## src/usm_pkg.sv

```systemverilog
package usm_pkg;
  // --------------------
  // Mode encodings
  // --------------------
  localparam logic [1:0] USM_COMM_MODE_SEL_ASYNC  = 2'h0;
  localparam logic [1:0] USM_COMM_MODE_SEL_SPI    = 2'h3;
  localparam logic [1:0] USM_COMM_MODE_SEL_IR     = 2'h2;
  localparam logic [1:0] USM_LD_OFF       = 2'h0;
  localparam logic [1:0] USM_LD_EXT       = 2'h1;
  localparam logic [1:0] USM_LD_TXCTL     = 2'h2;
  localparam logic [1:0] USM_RXM_NORMAL   = 2'h0;
  localparam logic [1:0] USM_RXM_GENERIC_AUTOBAUD_MODE  = 2'h2;
  localparam logic [1:0] USM_RXM_LIN_AUTOBAUD_MODE  = 2'h3;
  localparam logic [1:0] USM_IRTX_3_16    = 2'h0;
  localparam logic [1:0] USM_IRTX_FIXED   = 2'h1;
  localparam logic [1:0] USM_IRTX_OFF     = 2'h2;
  // --------------------
  // Constants
  // --------------------
  localparam logic [7:0]  USM_SYNC_CHAR    = 8'h55;
  localparam int          USM_BREAK_BITS   = 11;
  localparam int          USM_FRAC_BITS    = 6;      // Count / 64
  localparam logic [15:0] USM_BAUD_MIN     = 16'h0064;
  localparam logic [15:0] USM_BAUD_RESET   = 16'h0400;
  localparam int          USM_OVERSAMPLE   = 16;
  localparam int          USM_IR_NUM       = 3;      // 3/16 pulse
  localparam logic [7:0]  USM_TXPL_RESET   = 8'h00;
  localparam logic [6:0]  USM_RXPL_RESET   = 7'h00;

  typedef enum logic [2:0] {
    USM_TX_IDLE  = 3'b000,
    USM_TX_GUARD = 3'b001,
    USM_TX_START = 3'b010,
    USM_TX_DATA  = 3'b011,
    USM_TX_STOP  = 3'b100
  } usm_tx_state_t;

  typedef enum logic [2:0] {
    USM_RX_IDLE  = 3'b000,
    USM_RX_START = 3'b001,
    USM_RX_DATA  = 3'b010,
    USM_RX_STOP  = 3'b011,
    USM_RX_SYNC  = 3'b100
  } usm_rx_state_t;

  // Configuration bundle
  typedef struct packed {
    logic [1:0] comm_mode_sel;
    logic [1:0] line_driver_mode;
    logic [1:0] receive_mode_sel;
    logic [1:0] ir_tx_mod;
    logic       tx_en;
    logic       rx_en;
    logic       start_detect_enable;
    logic       multiproc_filter_en;
    logic       one_wire;
    logic       double_speed_sel;
    logic       spi_clock_phase_sel;
    logic       spi_bit_order_sel;
    logic       ir_event_sel;
    logic       two_stop;
    logic       nine_bit;
  } usm_cfg_t;

  // Receive status bundle
  typedef struct packed {
    logic [8:0] data;
    logic       frame_err;
    logic       rx_complete_flag;
    logic       start_detect_flag;
    logic       sync_mismatch_flag;
    logic       break_flag;
  } usm_rx_stat_t;
endpackage : usm_pkg

```

## src/usm_core.sv

```systemverilog
`timescale 1ns/10ps
// Functional notes
// - In SPI master mode receive error flags read as zero.
// - SPI phase and bit-order bits act like standalone SPI; no collision or 2x.
// - SPI: transmit pin is data out, receive pin data in, clock pin clock.
// - Line-driver field 1 selects external driver, 2 selects transmit pin control.
// - Direction output rises one baud cycle early, holds through stop bits.
// - Standby start edge wakes oscillator, clock, sets start-detect flag.
// - False start bit without other wake source turns clock off again.
// - Start-frame detection only active in standby sleep.
// - Wake at start edge or frame end per enables; else oscillator only.
// - Oscillator kept running while reception is in progress.
// - LIN auto-baud detects break after more than 11 dominant bits.
// - LIN sync must be 0x55, else mismatch flag and baud unchanged.
// - Count eight bit times; count/64 integer, remainder fraction, load baud.
// - Generic auto-baud skips sync check, loads only 0x0064 to 0xffff; code range-checks the tick count, not the value loaded.
// - Wait-for-break takes next fall then rise as a break.
// - One-wire mode loops transmit output into receiver.
// - Multiprocessor: type bit is stop1 or ninth bit; data dropped.
// - Comm mode 2 is infrared; pins inverted, double speed unavailable.
// - Infrared transmit: 3/16 bit, fixed clock count, or no modulation.
// - Infrared receive: high pulse under minimum width decodes as one.
// - Event channel as receive input disables receive pin.
// - SPI transfers start only on a transmit data write.
// - Shared interrupt raised by start, receive or auto-baud error flags.
module usm_core #(
  parameter int DATA_BITS = 8
) (
  // Clock and reset
  input  wire logic                  clk,
  input  wire logic                  rst,
  input  wire logic                  clk_en,
  // Configuration
  input  wire usm_pkg::usm_cfg_t     cfg,
  input  wire logic [15:0]           baud_wr_val,
  input  wire logic                  baud_wr,
  input  wire logic [7:0]            tx_pulse_len,
  input  wire logic [6:0]            rx_pulse_min,
  input  wire logic                  standby_sleep,
  input  wire logic                  other_wake,
  input  wire logic                  rx_complete_int_en,
  input  wire logic                  start_detect_int_en,
  input  wire logic                  autobaud_error_int_en,
  // Software strobes
  input  wire logic [8:0]            tx_data,
  input  wire logic                  tx_write,
  input  wire logic                  rx_read,
  input  wire logic                  flags_clear,
  input  wire logic                  wait_for_break_set,
  // Pins and event input
  input  wire logic                  rx_pin,
  input  wire logic                  ir_event_in,
  output logic                       tx_pin,
  output logic                       transfer_clock_pin,
  output logic                       tx_direction_out,
  // Status
  output usm_pkg::usm_rx_stat_t      rx_stat,
  output logic [15:0]                baud,
  output logic                       wait_for_break,
  output logic                       tx_busy,
  output logic                       osc_request,
  output logic                       sys_wake,
  output logic                       rx_irq
);
  import usm_pkg::*;

  // --------------------
  // Mode decode
  // --------------------
  logic spi_m, ir_m, autob, lin_m, sfd_act;
  assign spi_m   = (cfg.comm_mode_sel == USM_COMM_MODE_SEL_SPI);
  assign ir_m    = (cfg.comm_mode_sel == USM_COMM_MODE_SEL_IR);
  assign lin_m   = (cfg.receive_mode_sel == USM_RXM_LIN_AUTOBAUD_MODE);
  assign autob   = lin_m || (cfg.receive_mode_sel == USM_RXM_GENERIC_AUTOBAUD_MODE);
  assign sfd_act = cfg.start_detect_enable && standby_sleep
                   && (cfg.comm_mode_sel == USM_COMM_MODE_SEL_ASYNC);

  // Double speed ignored in infrared and SPI modes
  logic [4:0] os_len;
  assign os_len = (cfg.double_speed_sel && !ir_m && !spi_m) ? 5'd8 : 5'd16;

  // --------------------
  // Baud tick: integer part plus fractional accumulator
  // --------------------
  logic [9:0] bcnt;
  logic [6:0] facc;
  logic       tick;
  always_ff @(posedge clk) begin
    if (rst) begin
      bcnt <= '0;
      facc <= '0;
      tick <= 1'b0;
    end else if (clk_en) begin
      tick <= 1'b0;
      if (bcnt >= baud[15:6]) begin
        bcnt <= facc[6] ? 10'd1 : 10'd0;
        facc <= {1'b0, facc[5:0]} + {1'b0, baud[5:0]};
        tick <= 1'b1;
      end else begin
        bcnt <= bcnt + 10'd1;
      end
    end
  end

  // --------------------
  // Transmitter (sample ticks, os_len ticks per bit)
  // --------------------
  usm_tx_state_t tx_st;
  logic [8:0] tx_sh;
  logic [3:0] tx_bit;
  logic [4:0] tx_os;
  logic       tx_raw, sck;
  logic [4:0] nbits;
  assign nbits = cfg.nine_bit ? 5'd9 : DATA_BITS[4:0];
  always_ff @(posedge clk) begin
    if (rst) begin
      tx_st <= USM_TX_IDLE;
      tx_sh <= '0;
      tx_bit <= '0;
      tx_os <= '0;
      tx_raw <= 1'b1;
      sck <= 1'b0;
    end else if (clk_en) begin
      case (tx_st)
        USM_TX_IDLE: begin
          if (tx_write && cfg.tx_en) begin
            tx_sh <= (spi_m && !cfg.spi_bit_order_sel) ?
                     {1'b0, tx_data[0], tx_data[1], tx_data[2], tx_data[3],
                      tx_data[4], tx_data[5], tx_data[6], tx_data[7]} : tx_data;
            tx_os <= '0;
            tx_bit <= '0;
            tx_st <= USM_TX_GUARD;
          end
        end
        USM_TX_GUARD: if (tick) begin
          tx_st <= spi_m ? USM_TX_DATA : USM_TX_START;
          tx_raw <= spi_m ? tx_sh[0] : 1'b0;
        end
        USM_TX_START: if (tick) begin
          tx_os <= tx_os + 5'd1;
          if (tx_os == os_len - 5'd1) begin
            tx_os <= '0;
            tx_raw <= tx_sh[0];
            tx_st <= USM_TX_DATA;
          end
        end
        USM_TX_DATA: if (tick) begin
          tx_os <= tx_os + 5'd1;
          // SPI clock: phase bit picks sample edge
          if (spi_m && tx_os == (os_len >> 1) - 5'd1)
            sck <= ~sck;
          if (tx_os == os_len - 5'd1) begin
            tx_os <= '0;
            if (spi_m) sck <= cfg.spi_clock_phase_sel;
            tx_sh <= {1'b1, tx_sh[8:1]};
            tx_raw <= tx_sh[1];
            tx_bit <= tx_bit + 4'd1;
            if (tx_bit == nbits[3:0] - 4'd1) begin
              tx_raw <= 1'b1;
              tx_st <= spi_m ? USM_TX_IDLE : USM_TX_STOP;
              if (spi_m) sck <= 1'b0;
            end
          end
        end
        USM_TX_STOP: if (tick) begin
          tx_os <= tx_os + 5'd1;
          if (tx_os == os_len - 5'd1) begin
            tx_os <= '0;
            tx_bit <= tx_bit + 4'd1;
            if (!cfg.two_stop || tx_bit == nbits[3:0] + 4'd1)
              tx_st <= USM_TX_IDLE;
          end
        end
        default: tx_st <= USM_TX_IDLE;
      endcase
    end
  end

  // Infrared pulse shaping on transmit: low bits become short pulses
  logic [7:0] ir_cnt;
  logic       ir_pulse;
  always_ff @(posedge clk) begin
    if (rst) begin
      ir_cnt <= '0;
    end else if (clk_en) begin
      if (tx_raw) ir_cnt <= '0;
      else if (ir_cnt != 8'hff) ir_cnt <= ir_cnt + 8'd1;
    end
  end
  always_comb begin
    case (cfg.ir_tx_mod)
      USM_IRTX_3_16: ir_pulse = !tx_raw && (tx_os < 5'(USM_IR_NUM));
      USM_IRTX_FIXED: ir_pulse = !tx_raw && (ir_cnt < tx_pulse_len);
      default: ir_pulse = !tx_raw;
    endcase
  end

  // Registered pin outputs
  always_ff @(posedge clk) begin
    if (rst) begin
      tx_pin <= 1'b1;
      transfer_clock_pin <= 1'b0;
      tx_direction_out <= 1'b0;
      tx_busy <= 1'b0;
    end else if (clk_en) begin
      tx_pin <= ir_m ? !ir_pulse : tx_raw;
      transfer_clock_pin <= spi_m && sck;
      tx_direction_out <= (cfg.line_driver_mode != USM_LD_OFF)
                          && (tx_st != USM_TX_IDLE);
      tx_busy <= (tx_st != USM_TX_IDLE);
    end
  end

  // --------------------
  // Receive input select and infrared decode
  // --------------------
  logic rx_src, rx_line;
  logic [4:0] rx_os;
  logic [6:0] hi_w;
  logic       ir_zero;
  assign rx_src = cfg.one_wire ? tx_pin :
                  (cfg.ir_event_sel ? ir_event_in : rx_pin);
  always_ff @(posedge clk) begin
    if (rst) begin
      hi_w <= '0;
      ir_zero <= 1'b0;
    end else if (clk_en) begin
      // Pin level is inverse of pulse; pulse present while line low
      if (!rx_src) begin
        if (hi_w != 7'h7f) hi_w <= hi_w + 7'd1;
        if (hi_w >= rx_pulse_min) ir_zero <= 1'b1;
      end else begin
        hi_w <= '0;
      end
      if (tick && rx_os == os_len - 5'd1) ir_zero <= 1'b0;
    end
  end
  assign rx_line = ir_m ? !ir_zero : rx_src;

  // --------------------
  // Receiver, break detect and auto-baud
  // --------------------
  usm_rx_state_t rx_st;
  logic [3:0]  rx_bit;
  logic [8:0]  rx_sh;
  logic [15:0] low_run;
  logic [15:0] sync_cnt;
  logic        got_break, rx_prev, wfb_fell, mp_type;
  always_ff @(posedge clk) begin
    if (rst) begin
      rx_st <= USM_RX_IDLE;
      rx_os <= '0;
      rx_bit <= '0;
      rx_sh <= '0;
      low_run <= '0;
      sync_cnt <= '0;
      got_break <= 1'b0;
      rx_prev <= 1'b1;
      wfb_fell <= 1'b0;
      wait_for_break <= 1'b0;
      rx_stat <= '0;
      baud <= USM_BAUD_RESET;
    end else if (clk_en) begin
      rx_prev <= rx_line;
      if (baud_wr) baud <= baud_wr_val;
      if (wait_for_break_set) wait_for_break <= 1'b1;
      if (rx_read) rx_stat.rx_complete_flag <= 1'b0;
      if (spi_m) rx_stat.frame_err <= 1'b0;
      if (flags_clear) begin
        rx_stat.start_detect_flag <= 1'b0;
        rx_stat.sync_mismatch_flag <= 1'b0;
        rx_stat.break_flag <= 1'b0;
      end
      // Break by length of dominant run
      if (rx_line) low_run <= '0;
      else if (tick && low_run != 16'hffff) low_run <= low_run + 16'd1;
      if (autob && !wait_for_break && !got_break && tick
          && low_run == 16'(USM_BREAK_BITS) * {11'd0, os_len} + 16'd1) begin
        got_break <= 1'b1;
        rx_stat.break_flag <= 1'b1;
      end
      // Break by edge pair while waiting for break
      if (wait_for_break && rx_prev && !rx_line) wfb_fell <= 1'b1;
      if (wait_for_break && wfb_fell && !rx_prev && rx_line) begin
        wfb_fell <= 1'b0;
        wait_for_break <= 1'b0;
        got_break <= 1'b1;
        rx_stat.break_flag <= 1'b1;
        rx_st <= USM_RX_IDLE;
      end
      // Start-of-frame flag in standby
      if (sfd_act && rx_st == USM_RX_IDLE && rx_prev && !rx_line)
        rx_stat.start_detect_flag <= 1'b1;
      case (rx_st)
        USM_RX_IDLE: begin
          rx_os <= '0;
          rx_bit <= '0;
          sync_cnt <= '0;
          if (cfg.rx_en && rx_prev && !rx_line && !wait_for_break
              && (!autob || got_break || !low_run[15]))
            rx_st <= (autob && got_break) ? USM_RX_SYNC : USM_RX_START;
        end
        USM_RX_START: if (tick) begin
          rx_os <= rx_os + 5'd1;
          if (rx_os == (os_len >> 1) && rx_line) rx_st <= USM_RX_IDLE;
          if (rx_os == os_len - 5'd1) begin
            rx_os <= '0;
            rx_st <= USM_RX_DATA;
          end
        end
        USM_RX_DATA: if (tick) begin
          rx_os <= rx_os + 5'd1;
          if (rx_os == (os_len >> 1))
            rx_sh <= {rx_line, rx_sh[8:1]};
          if (rx_os == os_len - 5'd1) begin
            rx_os <= '0;
            rx_bit <= rx_bit + 4'd1;
            if (rx_bit == nbits[3:0] - 4'd1) rx_st <= USM_RX_STOP;
          end
        end
        USM_RX_STOP: if (tick) begin
          rx_os <= rx_os + 5'd1;
          if (rx_os == (os_len >> 1)) begin
            rx_st <= USM_RX_IDLE;
            // Frame type: ninth bit or first stop bit
            if (!cfg.multiproc_filter_en || mp_type) begin
              rx_stat.data <= cfg.nine_bit ? rx_sh :
                              (rx_sh >> (5'd9 - nbits));
              rx_stat.frame_err <= !spi_m && !rx_line;
              rx_stat.rx_complete_flag <= 1'b1;
            end
          end
        end
        USM_RX_SYNC: if (tick) begin
          // Count sample ticks over nine bit times (start plus eight) after sync start
          sync_cnt <= sync_cnt + 16'd1;
          if (sync_cnt == {11'd0, os_len} * 16'd9 - 16'd1) begin
            rx_st <= USM_RX_IDLE;
            got_break <= 1'b0;
            if (lin_m && rx_sh[7:0] != USM_SYNC_CHAR)
              rx_stat.sync_mismatch_flag <= 1'b1;
            else if (!lin_m && sync_cnt < USM_BAUD_MIN)
              rx_stat.sync_mismatch_flag <= 1'b1;
            else
              baud <= baud_from_count(sync_cnt);
          end
          if (sync_cnt[3:0] == 4'd7 && sync_cnt >= 16'd16)
            rx_sh <= {rx_line, rx_sh[8:1]};
        end
        default: rx_st <= USM_RX_IDLE;
      endcase
    end
  end
  assign mp_type = cfg.nine_bit ? rx_sh[8] : rx_line;

  // Eight measured bit times in sample ticks scaled to divider/64 form
  function automatic logic [15:0] baud_from_count(input logic [15:0] c);
    logic [15:0] r;
    logic [31:0] p;
    r = c - {11'd0, os_len};
    p = 32'(r) * 32'(baud);
    return p[22:7];
  endfunction : baud_from_count

  // --------------------
  // Sleep, wake and shared interrupt
  // --------------------
  always_ff @(posedge clk) begin
    if (rst) begin
      osc_request <= 1'b0;
      sys_wake <= 1'b0;
      rx_irq <= 1'b0;
    end else if (clk_en) begin
      osc_request <= (sfd_act && (rx_st != USM_RX_IDLE || !rx_line))
                     || (standby_sleep && rx_st != USM_RX_IDLE);
      sys_wake <= sfd_act && !other_wake &&
                  ((start_detect_int_en && rx_stat.start_detect_flag)
                   || (rx_complete_int_en && rx_stat.rx_complete_flag));
      rx_irq <= (rx_complete_int_en && rx_stat.rx_complete_flag)
                || (start_detect_int_en && rx_stat.start_detect_flag)
                || (autobaud_error_int_en && rx_stat.sync_mismatch_flag);
    end
  end

endmodule : usm_core

```

## config.mk

```make
export PLATFORM = sky130hd
export DESIGN_NAME = usm_core
export DESIGN_NICKNAME = d
export VERILOG_FILES = /design/src/usm_pkg.sv /design/src/usm_core.sv
export SDC_FILE = /design/constraint.sdc
export NUM_CORES = 1
export LEC_CHECK = 0
export BUFFER_PORTS_ARGS = -buffer_cell sky130_fd_sc_hd__buf_2
export CAP_MARGIN = 15
export CORE_UTILIZATION = 50
export CTS_CLUSTER_DIAMETER = 60
export DETAILED_ROUTE_END_ITERATION = 16
export PLACE_DENSITY = 0.79
export SLEW_MARGIN = 20
export SYNTH_ARGS = -nofsm -noshare
export SYNTH_HDL_FRONTEND = slang
export SYNTH_SLANG_ARGS = --single-unit
```

## constraint.sdc

```tcl
create_clock -name clk -period 12.5 [get_ports clk]
set_input_delay 1.25 -clock clk [delete_from_list [all_inputs] [get_ports clk]]
set_output_delay 1.25 -clock clk [all_outputs]
set_load 0.01 [all_outputs]
```

==> PnR_summary.wiki, run 1 <==
{| class="wikitable"
! Metric !! Value
|-
| Run status || finished clean
|-
| Clk slew on worst S/H paths || 80 ps
|-
| Total global-route track usage || 26.0%
|-
| Largest net degree at the start of global routing || 64
|-
| Placed instance area || 0.0159 sq mm
|-
| Type of origin of the critical path || primary input
|-
| Number of global-route vias before repair || 13000
|-
| Crit path arrival time || 9530 ps
|-
| Number of H-tree levels || 4
|-
| Overall via count from detail_route || 12900
|-
| Share of final-layout standard cells stronger than drive strength 1 || 8.98%
|-
| Initial antenna violation count || 1
|-
| Final Hold Violating Endpoints || 0
|-
| Area of the core region || 0.0296 sq mm
|-
| Final Net Count || 2242
|-
| Avg Cell Area, Syn || 8.18 sq um
|-
| # IOs || 112
|-
| Maximum vdd drop || 0.105 mV
|-
| Minimum clock period after layout || 9190 ps
|-
| Initial standard-cell utilization of the core || 50.9%
|-
| Path type of the worst min-delay path || reg -> reg
|-
| Leakage component of the power || 7.64 nW
|-
| Synthesized flop and latch total || 151
|-
| Number of synthesis warnings || 0
|-
| Critical path's slowest cell || sky130_fd_sc_hd__xnor2_1
|-
| Port Buffer Count || 111
|-
| Category of the worst setup path capture point || flip-flop
|-
| Number of buffers inserted by post-CTS setup repair || 0
|-
| Mapped Area || 0.0151 sq mm
|-
| Highest clock rate || 109 MHz
|-
| Dominant register cell in the synthesized netlist || sky130_fd_sc_hd__dfxtp_1
|-
| Final GP Congestion || 0.901
|-
| Final worst hold slack || 470 ps
|-
| Post-detailed-route count of antenna-violating nets || 0
|-
| Non-filler instance count after layout || 2306
|-
| Count of routing violations after the opening detailed-route iteration || 872
|-
| Worst slew pin tran || 946 ps
|-
| Commonest cells after routing, fill and taps aside || sky130_fd_sc_hd__inv_1, sky130_fd_sc_hd__nand2_1, sky130_fd_sc_hd__nor2_1
|-
| Area growth from synthesis to layout || 9.16%
|-
| Die footprint || 0.0309 sq mm
|-
| Unrepaired setup endpoints after global routing || no
|-
| Relative slew margins || 36.4%
|-
| Share of the clock period used by the worst path || 73.5%
|-
| Sequential area share after synthesis || 20.0%
|-
| Pwr/cell area || 140 mW/mm^2
|-
| Post-synth cell types || 72
|-
| Net count after synthesis || 2186
|-
| Crit path top cell by count || sky130_fd_sc_hd__fa_1
|-
| Via-per-instance ratio || 5.58
|-
| Detailed Routing Iterations Pass 1 || 5
|-
| CTS buffer count || 17
|-
| Cts-stage hold buffer count || 0
|-
| Max-cap violations || 0
|-
| Wire length per cell after detailed routing || 16.7 um
|-
| Number of rows created at floorplan || 63
|-
| Sum of net half-perimeters after detailed placement || 28.8 mm
|-
| Post-route core utilization || 55.6%
|-
| Class of the most critical setup path || in -> reg
|-
| Pre-CTS setup slack || 2980 ps
|-
| Post-synth EDFFs || 0
|-
| Number of clock sinks || 151
|-
| Number of cells upsized or downsized after cts || 0
|-
| Die H || 176 um
|-
| Grt total ovfl || 0
|-
| Final Cell Area || 0.0165 sq mm
|-
| Asr flop ratio synth || 0%
|-
| Number of instances in the placed design || 2273
|-
| TritonCTS clock tree || built
|-
| Total routed wirelength || 38.6 mm
|-
| Data required time of the worst path || 12840 ps
|-
| Maximum clock path buffer count || 2
|-
| DRC || 0
|-
| PnR Total Power || 2.30 mW
|-
| Buffer cell driving the clock tree root || sky130_fd_sc_hd__clkbuf_16
|-
| Worst Slack Setup Final || 3310 ps
|-
| Worst Clk Skew || 23.3 ps
|-
| First-pass GRT wire length || 63.8 mm
|-
| Number of pins exceeding their max-slew limit in the final report || 0
|-
| Most common cell after layout, fill and taps aside || sky130_fd_sc_hd__inv_1
|-
| Largest stage delay on the critical path || 710 ps
|-
| Latest clock arrival within the worst-skew pair || 440 ps
|-
| Final Setup Violations || 0
|-
| Die width || 176 um
|-
| Accumulated negative setup slack || 0 ps
|-
| Gate count after technology mapping || 1846
|-
| Crit path max fanout || 10
|}
## cells in the mapped netlist, types with 32 or more instances
library cell	n	area share, %
sky130_fd_sc_hd__a21oi_1	108	3.6
sky130_fd_sc_hd__and2_1	82	3.4
sky130_fd_sc_hd__clkbuf_1	74	1.8
sky130_fd_sc_hd__dfxtp_1	151	20
sky130_fd_sc_hd__fa_1	160	21
sky130_fd_sc_hd__ha_1	106	8.8
sky130_fd_sc_hd__inv_1	259	6.4
sky130_fd_sc_hd__mux2i_1	45	3.0
sky130_fd_sc_hd__nand2_1	201	5.0
sky130_fd_sc_hd__nand3_1	45	1.5
sky130_fd_sc_hd__nor2_1	189	4.7
sky130_fd_sc_hd__nor3_1	32	1.1
sky130_fd_sc_hd__o21ai_0	52	1.7
sky130_fd_sc_hd__xnor2_1	43	2.5
sky130_fd_sc_hd__xor2_1	45	2.6
## sequential cells by signal (all words and copies together) (netlist names), 5 cells and up
signal	count
tx_sh	9
tx_os	5
hi_w	7
ir_cnt	8
low_run	16
baud	16
rx_os	5
rx_stat	14
facc	7
bcnt	10
rx_sh	9
sync_cnt	16
## layout make-up
cell class              count  area [sq um]
multi-input cells        1346         10700
diodes                      1          2.50
fillers                  2697         13200
clock inverters            14           141
flip-flops and latches    151          3020
well taps                 390           488
clock buffers              18           429
repair buffers            126           671
inverters                 260           976
## critical path, delay by kind of cell
family          cells  cell delay (ps)
simple gates        6             1820
buf+inv             6              400
compound gates      8             1600
fa+ha+maj           8             3610
xor+xnor            2              820
## kinds of logic after synthesis
| kind of cell | Yosys count | share of synthesized area, % |
|---|---|---|
| and+or+nand+nor | 675 | 21.5 |
| buffers and inverters | 349 | 8.87 |
| AOI/OAI and AO/OA | 266 | 10.8 |
| adders and majority gates | 266 | 30.0 |
| DFF | 151 | 20.0 |
| xor gates and xnor gates | 92 | 5.67 |
| muxes | 47 | 3.13 |
## where the power goes
group	internal [mW]	total, mW	switching, mW
Sequential	0.496	0.529	0.0326
Clock	0.281	0.525	0.244
Combinational	0.567	1.25	0.678
Total	1.34	2.30	0.955
## routing by layer
layer,up-vias,track usage (%),routed length [um]
li1,6087,-,-
met1,6181,32.2,15700
met2,513,43.6,18500
met3,90,6.00,3080
met4,0,10.5,1310
met5,-,0,0
## final timing paths
path | start | to | slack [ps] | cells past startpoint
setup / recovery | cfg[18] | baud[13] | 3310 | 30
hold / removal | tx_direction_out | tx_direction_out | 470 | 2
setup reg to reg | sync_cnt[3] | baud[13] | 4050 | 28
hold reg to reg | tx_direction_out | tx_direction_out | 470 | 2
Note: power is estimated with default switching activity, not from simulation.
==> run 2: changes to the inputs <==
- ABC_AREA: default -> 1
- clock period: 12.5 -> 9.42 ns (I/O delays scaled with it)
==> run 2 against run 1 <==
Effect of this change: sequential share of layout area fell by 0.74 points; clock skew shrank 13 ps; synthesized cell count up 20%; hold slack worse by 3.1 ps; count of clock-buffer cells in the layout is 1 lower; register-to-register slack got worse by 2300 ps; final cell count is 18% higher; critical endpoint is now baud[15]; largest power group unchanged.
==> PnR_summary.wiki, run 2 <==
{| class="wikitable"
! Metric !! Value
|-
| Run status || finished clean (unchanged)
|-
| First-pass GRT wire length || 76.8 mm (was 63.8 mm)
|-
| Data required time of the worst path || 9710 ps (was 12840 ps)
|-
| Path type of the worst min-delay path || reg -> reg (unchanged)
|-
| Library cell with the highest instance count after synthesis || sky130_fd_sc_hd__nand2_1 (was sky130_fd_sc_hd__inv_1)
|-
| Minimum clock period after layout || 8160 ps
|-
| Asr flop ratio synth || 0% (unchanged)
|-
| Most common cell after layout, fill and taps aside || sky130_fd_sc_hd__nand2_1 (was sky130_fd_sc_hd__inv_1)
|-
| Post-synth cell types || 56 (was 72)
|-
| Crit path top cell by count || sky130_fd_sc_hd__inv_1 (was sky130_fd_sc_hd__fa_1)
|-
| Max-cap violations || 0 (unchanged)
|-
| Final Hold Violating Endpoints || 0 (unchanged)
|-
| Number of pins exceeding their max-slew limit in the final report || 0 (unchanged)
|-
| CTS buffer count || 17 (unchanged)
|-
| Number of cells upsized or downsized after cts || 0 (unchanged)
|-
| Post-detailed-route count of antenna-violating nets || 0 (unchanged)
|-
| DRC || 0 (unchanged)
|-
| Unrepaired setup endpoints after global routing || no (unchanged)
|-
| Final Net Count || 2645 (was 2242)
|-
| Area growth from synthesis to layout || 9.77% (was 9.16%)
|-
| Initial standard-cell utilization of the core || 51.0% (was 50.9%)
|-
| Final worst hold slack || 467 ps (was 470 ps)
|-
| Detailed Routing Iterations Pass 1 || 6 (was 5)
|-
| Crit path arrival time || 8450 ps (was 9530 ps)
|-
| Overall via count from detail_route || 15000 (was 12900)
|-
| Share of final-layout standard cells stronger than drive strength 1 || 8.50% (was 8.98%)
|-
| Worst slew pin tran || 1120 ps (was 946 ps)
|-
| Die width || 179 um (was 176 um)
|-
| Via-per-instance ratio || 5.52 (was 5.58)
|-
| Leakage component of the power || 8.52 nW (was 7.64 nW)
|-
| Sequential area share after synthesis || 19.3% (was 20.0%)
|-
| Class of the most critical setup path || in -> reg (unchanged)
|-
| Regs by FF count || baud: 16 flops, low_run: 16 flops, sync_cnt: 16 flops (unchanged)
|-
| Grt total ovfl || 0 (unchanged)
|-
| Initial antenna violation count || 1 (unchanged)
|-
| Gate count after technology mapping || 2222 (was 1846)
|-
| Pwr/cell area || 177 mW/mm^2 (was 140 mW/mm^2)
|-
| Maximum vdd drop || 0.139 mV (was 0.105 mV)
|-
| Share of the clock period used by the worst path || 86.6%
|-
| Critical path's slowest cell || sky130_fd_sc_hd__fa_1 (was sky130_fd_sc_hd__xnor2_1)
|-
| Mapped Area || 0.0156 sq mm (was 0.0151 sq mm)
|-
| Largest cells by area after synthesis || sky130_fd_sc_hd__fa_1, sky130_fd_sc_hd__dfxtp_1, sky130_fd_sc_hd__nand2_1 (was sky130_fd_sc_hd__fa_1, sky130_fd_sc_hd__dfxtp_1, sky130_fd_sc_hd__ha_1)
|-
| Die footprint || 0.0320 sq mm (was 0.0309 sq mm)
|-
| Accumulated negative setup slack || 0 ps (unchanged)
|-
| Wire length per cell after detailed routing || 17.8 um (was 16.7 um)
|-
| Dominant register cell in the synthesized netlist || sky130_fd_sc_hd__dfxtp_1 (unchanged)
|-
| Cell accounting for the most synthesized area || sky130_fd_sc_hd__fa_1 (unchanged)
|-
| Highest clock rate || 123 MHz
|-
| Number of clock sinks || 151 (unchanged)
|-
| Number of rows created at floorplan || 64 (was 63)
|-
| Clk slew on worst S/H paths || 70 ps (was 80 ps)
|-
| Latest clock arrival within the worst-skew pair || 430 ps (was 440 ps)
|-
| Crit path max fanout || 12 (was 10)
|-
| Final Setup Violations || 0 (unchanged)
|-
| Post-synth top area share || 20.5% (was 21.2%)
|-
| Port Buffer Count || 111 (unchanged)
|-
| Category of the worst setup path capture point || flip-flop (unchanged)
|-
| Cts-stage hold buffer count || 0 (unchanged)
|-
| Total global-route track usage || 31.3% (was 26.0%)
|-
| Largest net degree at the start of global routing || 51 (was 64)
|-
| Number of global-route vias before repair || 14900 (was 13000)
|-
| Commonest cells after routing, fill and taps aside || sky130_fd_sc_hd__nand2_1, sky130_fd_sc_hd__inv_1, sky130_fd_sc_hd__nor2_1 (was sky130_fd_sc_hd__inv_1, sky130_fd_sc_hd__nand2_1, sky130_fd_sc_hd__nor2_1)
|-
| Ranking of synthesized cells by instance count || sky130_fd_sc_hd__nand2_1, sky130_fd_sc_hd__inv_1, sky130_fd_sc_hd__nor2_1, sky130_fd_sc_hd__a21oi_1, sky130_fd_sc_hd__fa_1 (was sky130_fd_sc_hd__inv_1, sky130_fd_sc_hd__nand2_1, sky130_fd_sc_hd__nor2_1, sky130_fd_sc_hd__fa_1, sky130_fd_sc_hd__dfxtp_1)
|-
| Layout fillers || 2879 (was 2697)
|-
| Post-synth EDFFs || 0 (unchanged)
|-
| TritonCTS clock tree || built (unchanged)
|-
| Number of synthesis warnings || 0 (unchanged)
|-
| Post-route core utilization || 56.0% (was 55.6%)
|-
| Total routed wirelength || 48.2 mm (was 38.6 mm)
|-
| Sum of net half-perimeters after detailed placement || 37.4 mm (was 28.8 mm)
|-
| Area of the core region || 0.0307 sq mm (was 0.0296 sq mm)
|-
| Synthesized flop and latch total || 151 (unchanged)
|-
| Number of buffers inserted by post-CTS setup repair || 0 (unchanged)
|-
| Register cell area after layout || 0.00302 sq mm (unchanged)
|-
| Net count after synthesis || 2562 (was 2186)
|-
| Total area of multi-input combinational cells || 0.0105 sq mm (was 0.0107 sq mm)
|-
| Number of H-tree levels || 4 (unchanged)
|-
| Type of origin of the critical path || primary input (unchanged)
|-
| Avg Cell Area, Syn || 7.04 sq um (was 8.18 sq um)
|-
| Buffer cell driving the clock tree root || sky130_fd_sc_hd__clkbuf_16 (unchanged)
|-
| Maximum clock path buffer count || 2 (unchanged)
|-
| Count of routing violations after the opening detailed-route iteration || 1122 (was 872)
|-
| # IOs || 112 (unchanged)
|-
| Die H || 179 um (was 176 um)
|-
| Relative slew margins || 25.1% (was 36.4%)
|-
| Largest stage delay on the critical path || 570 ps (was 710 ps)
|-
| Worst Clk Skew || 9.88 ps (was 23.3 ps)
|-
| Final GP Congestion || 1.03 (was 0.901)
|}
## run 2: per-layer routing
layer	up-vias	GRT usage, %	share of wire (%)
met3	126	5.30	7.0
met5	-	0	0
met4	0	13.6	4.1
li1	7125	-	-
met2	627	54.5	49
met1	7108	37.8	40
## run 2: area by class of cell
type                    count  share of cell area (%)
flip-flops and latches    151                    17.6
well taps                 396                    2.89
diodes                      1                  0.0146
inverters                 489                    10.7
repair buffers            127                    3.94
multi-input cells        1519                    61.3
clock buffers              17                    2.48
clock inverters            15                    1.02
## run 2: power by group
part / total (mW) / leakage [nW] / internal, mW / switching (mW)
registers: 0.708 / 1.22 / 0.671 / 0.0364
logic: 1.62 / 7.01 / 0.573 / 1.05
clock network: 0.704 / 0.289 / 0.381 / 0.324
total: 3.03 / 8.52 / 1.62 / 1.41
## run 2: cells by family after synthesis
logic type / share of synthesized area (%)
xor+xnor: 1.90
fa+ha+maj: 29.0
compound gates: 13.9
simple gates: 22.6
buf+inv: 13.3
flops: 19.3
## run 2: worst paths after layout
path,slack (ps),start,end,cells after the start
worst max-delay path,1260,cfg[18],baud[15],38
worst min-delay path,470,wfb_fell,wfb_fell,2
worst max register to register,1740,sync_cnt[4],baud[15],36
worst min register to register,470,wfb_fell,wfb_fell,2
## run 2: per-stage QoR
| step | instance area, sq um | cells | worst slack (ps) | power (mW) |
|---|---|---|---|---|
| 2_1_floorplan | 15600 | 2222 | 2310 | 1.88 |
| 3_3_place_gp | 16600 | 2682 | 1030 | 2.28 |
| 3_5_place_dp | 16600 | 2682 | 927 | 2.31 |
| 4_1_cts | 17200 | 2714 | 1360 | 3.02 |
| 5_1_grt | 17200 | 2715 | 793 | 3.30 |
| 6_report | 17200 | 2715 | 1260 | 3.03 |
## run 2: worst max-delay path, delay by kind of cell
kind                       cells  cell delay [ps]
and+or+nand+nor               14             1860
buffers and inverters         11             1220
adders and majority gates      8             3670
xor gates and xnor gates       1              230
AOI/OAI and AO/OA              4              520
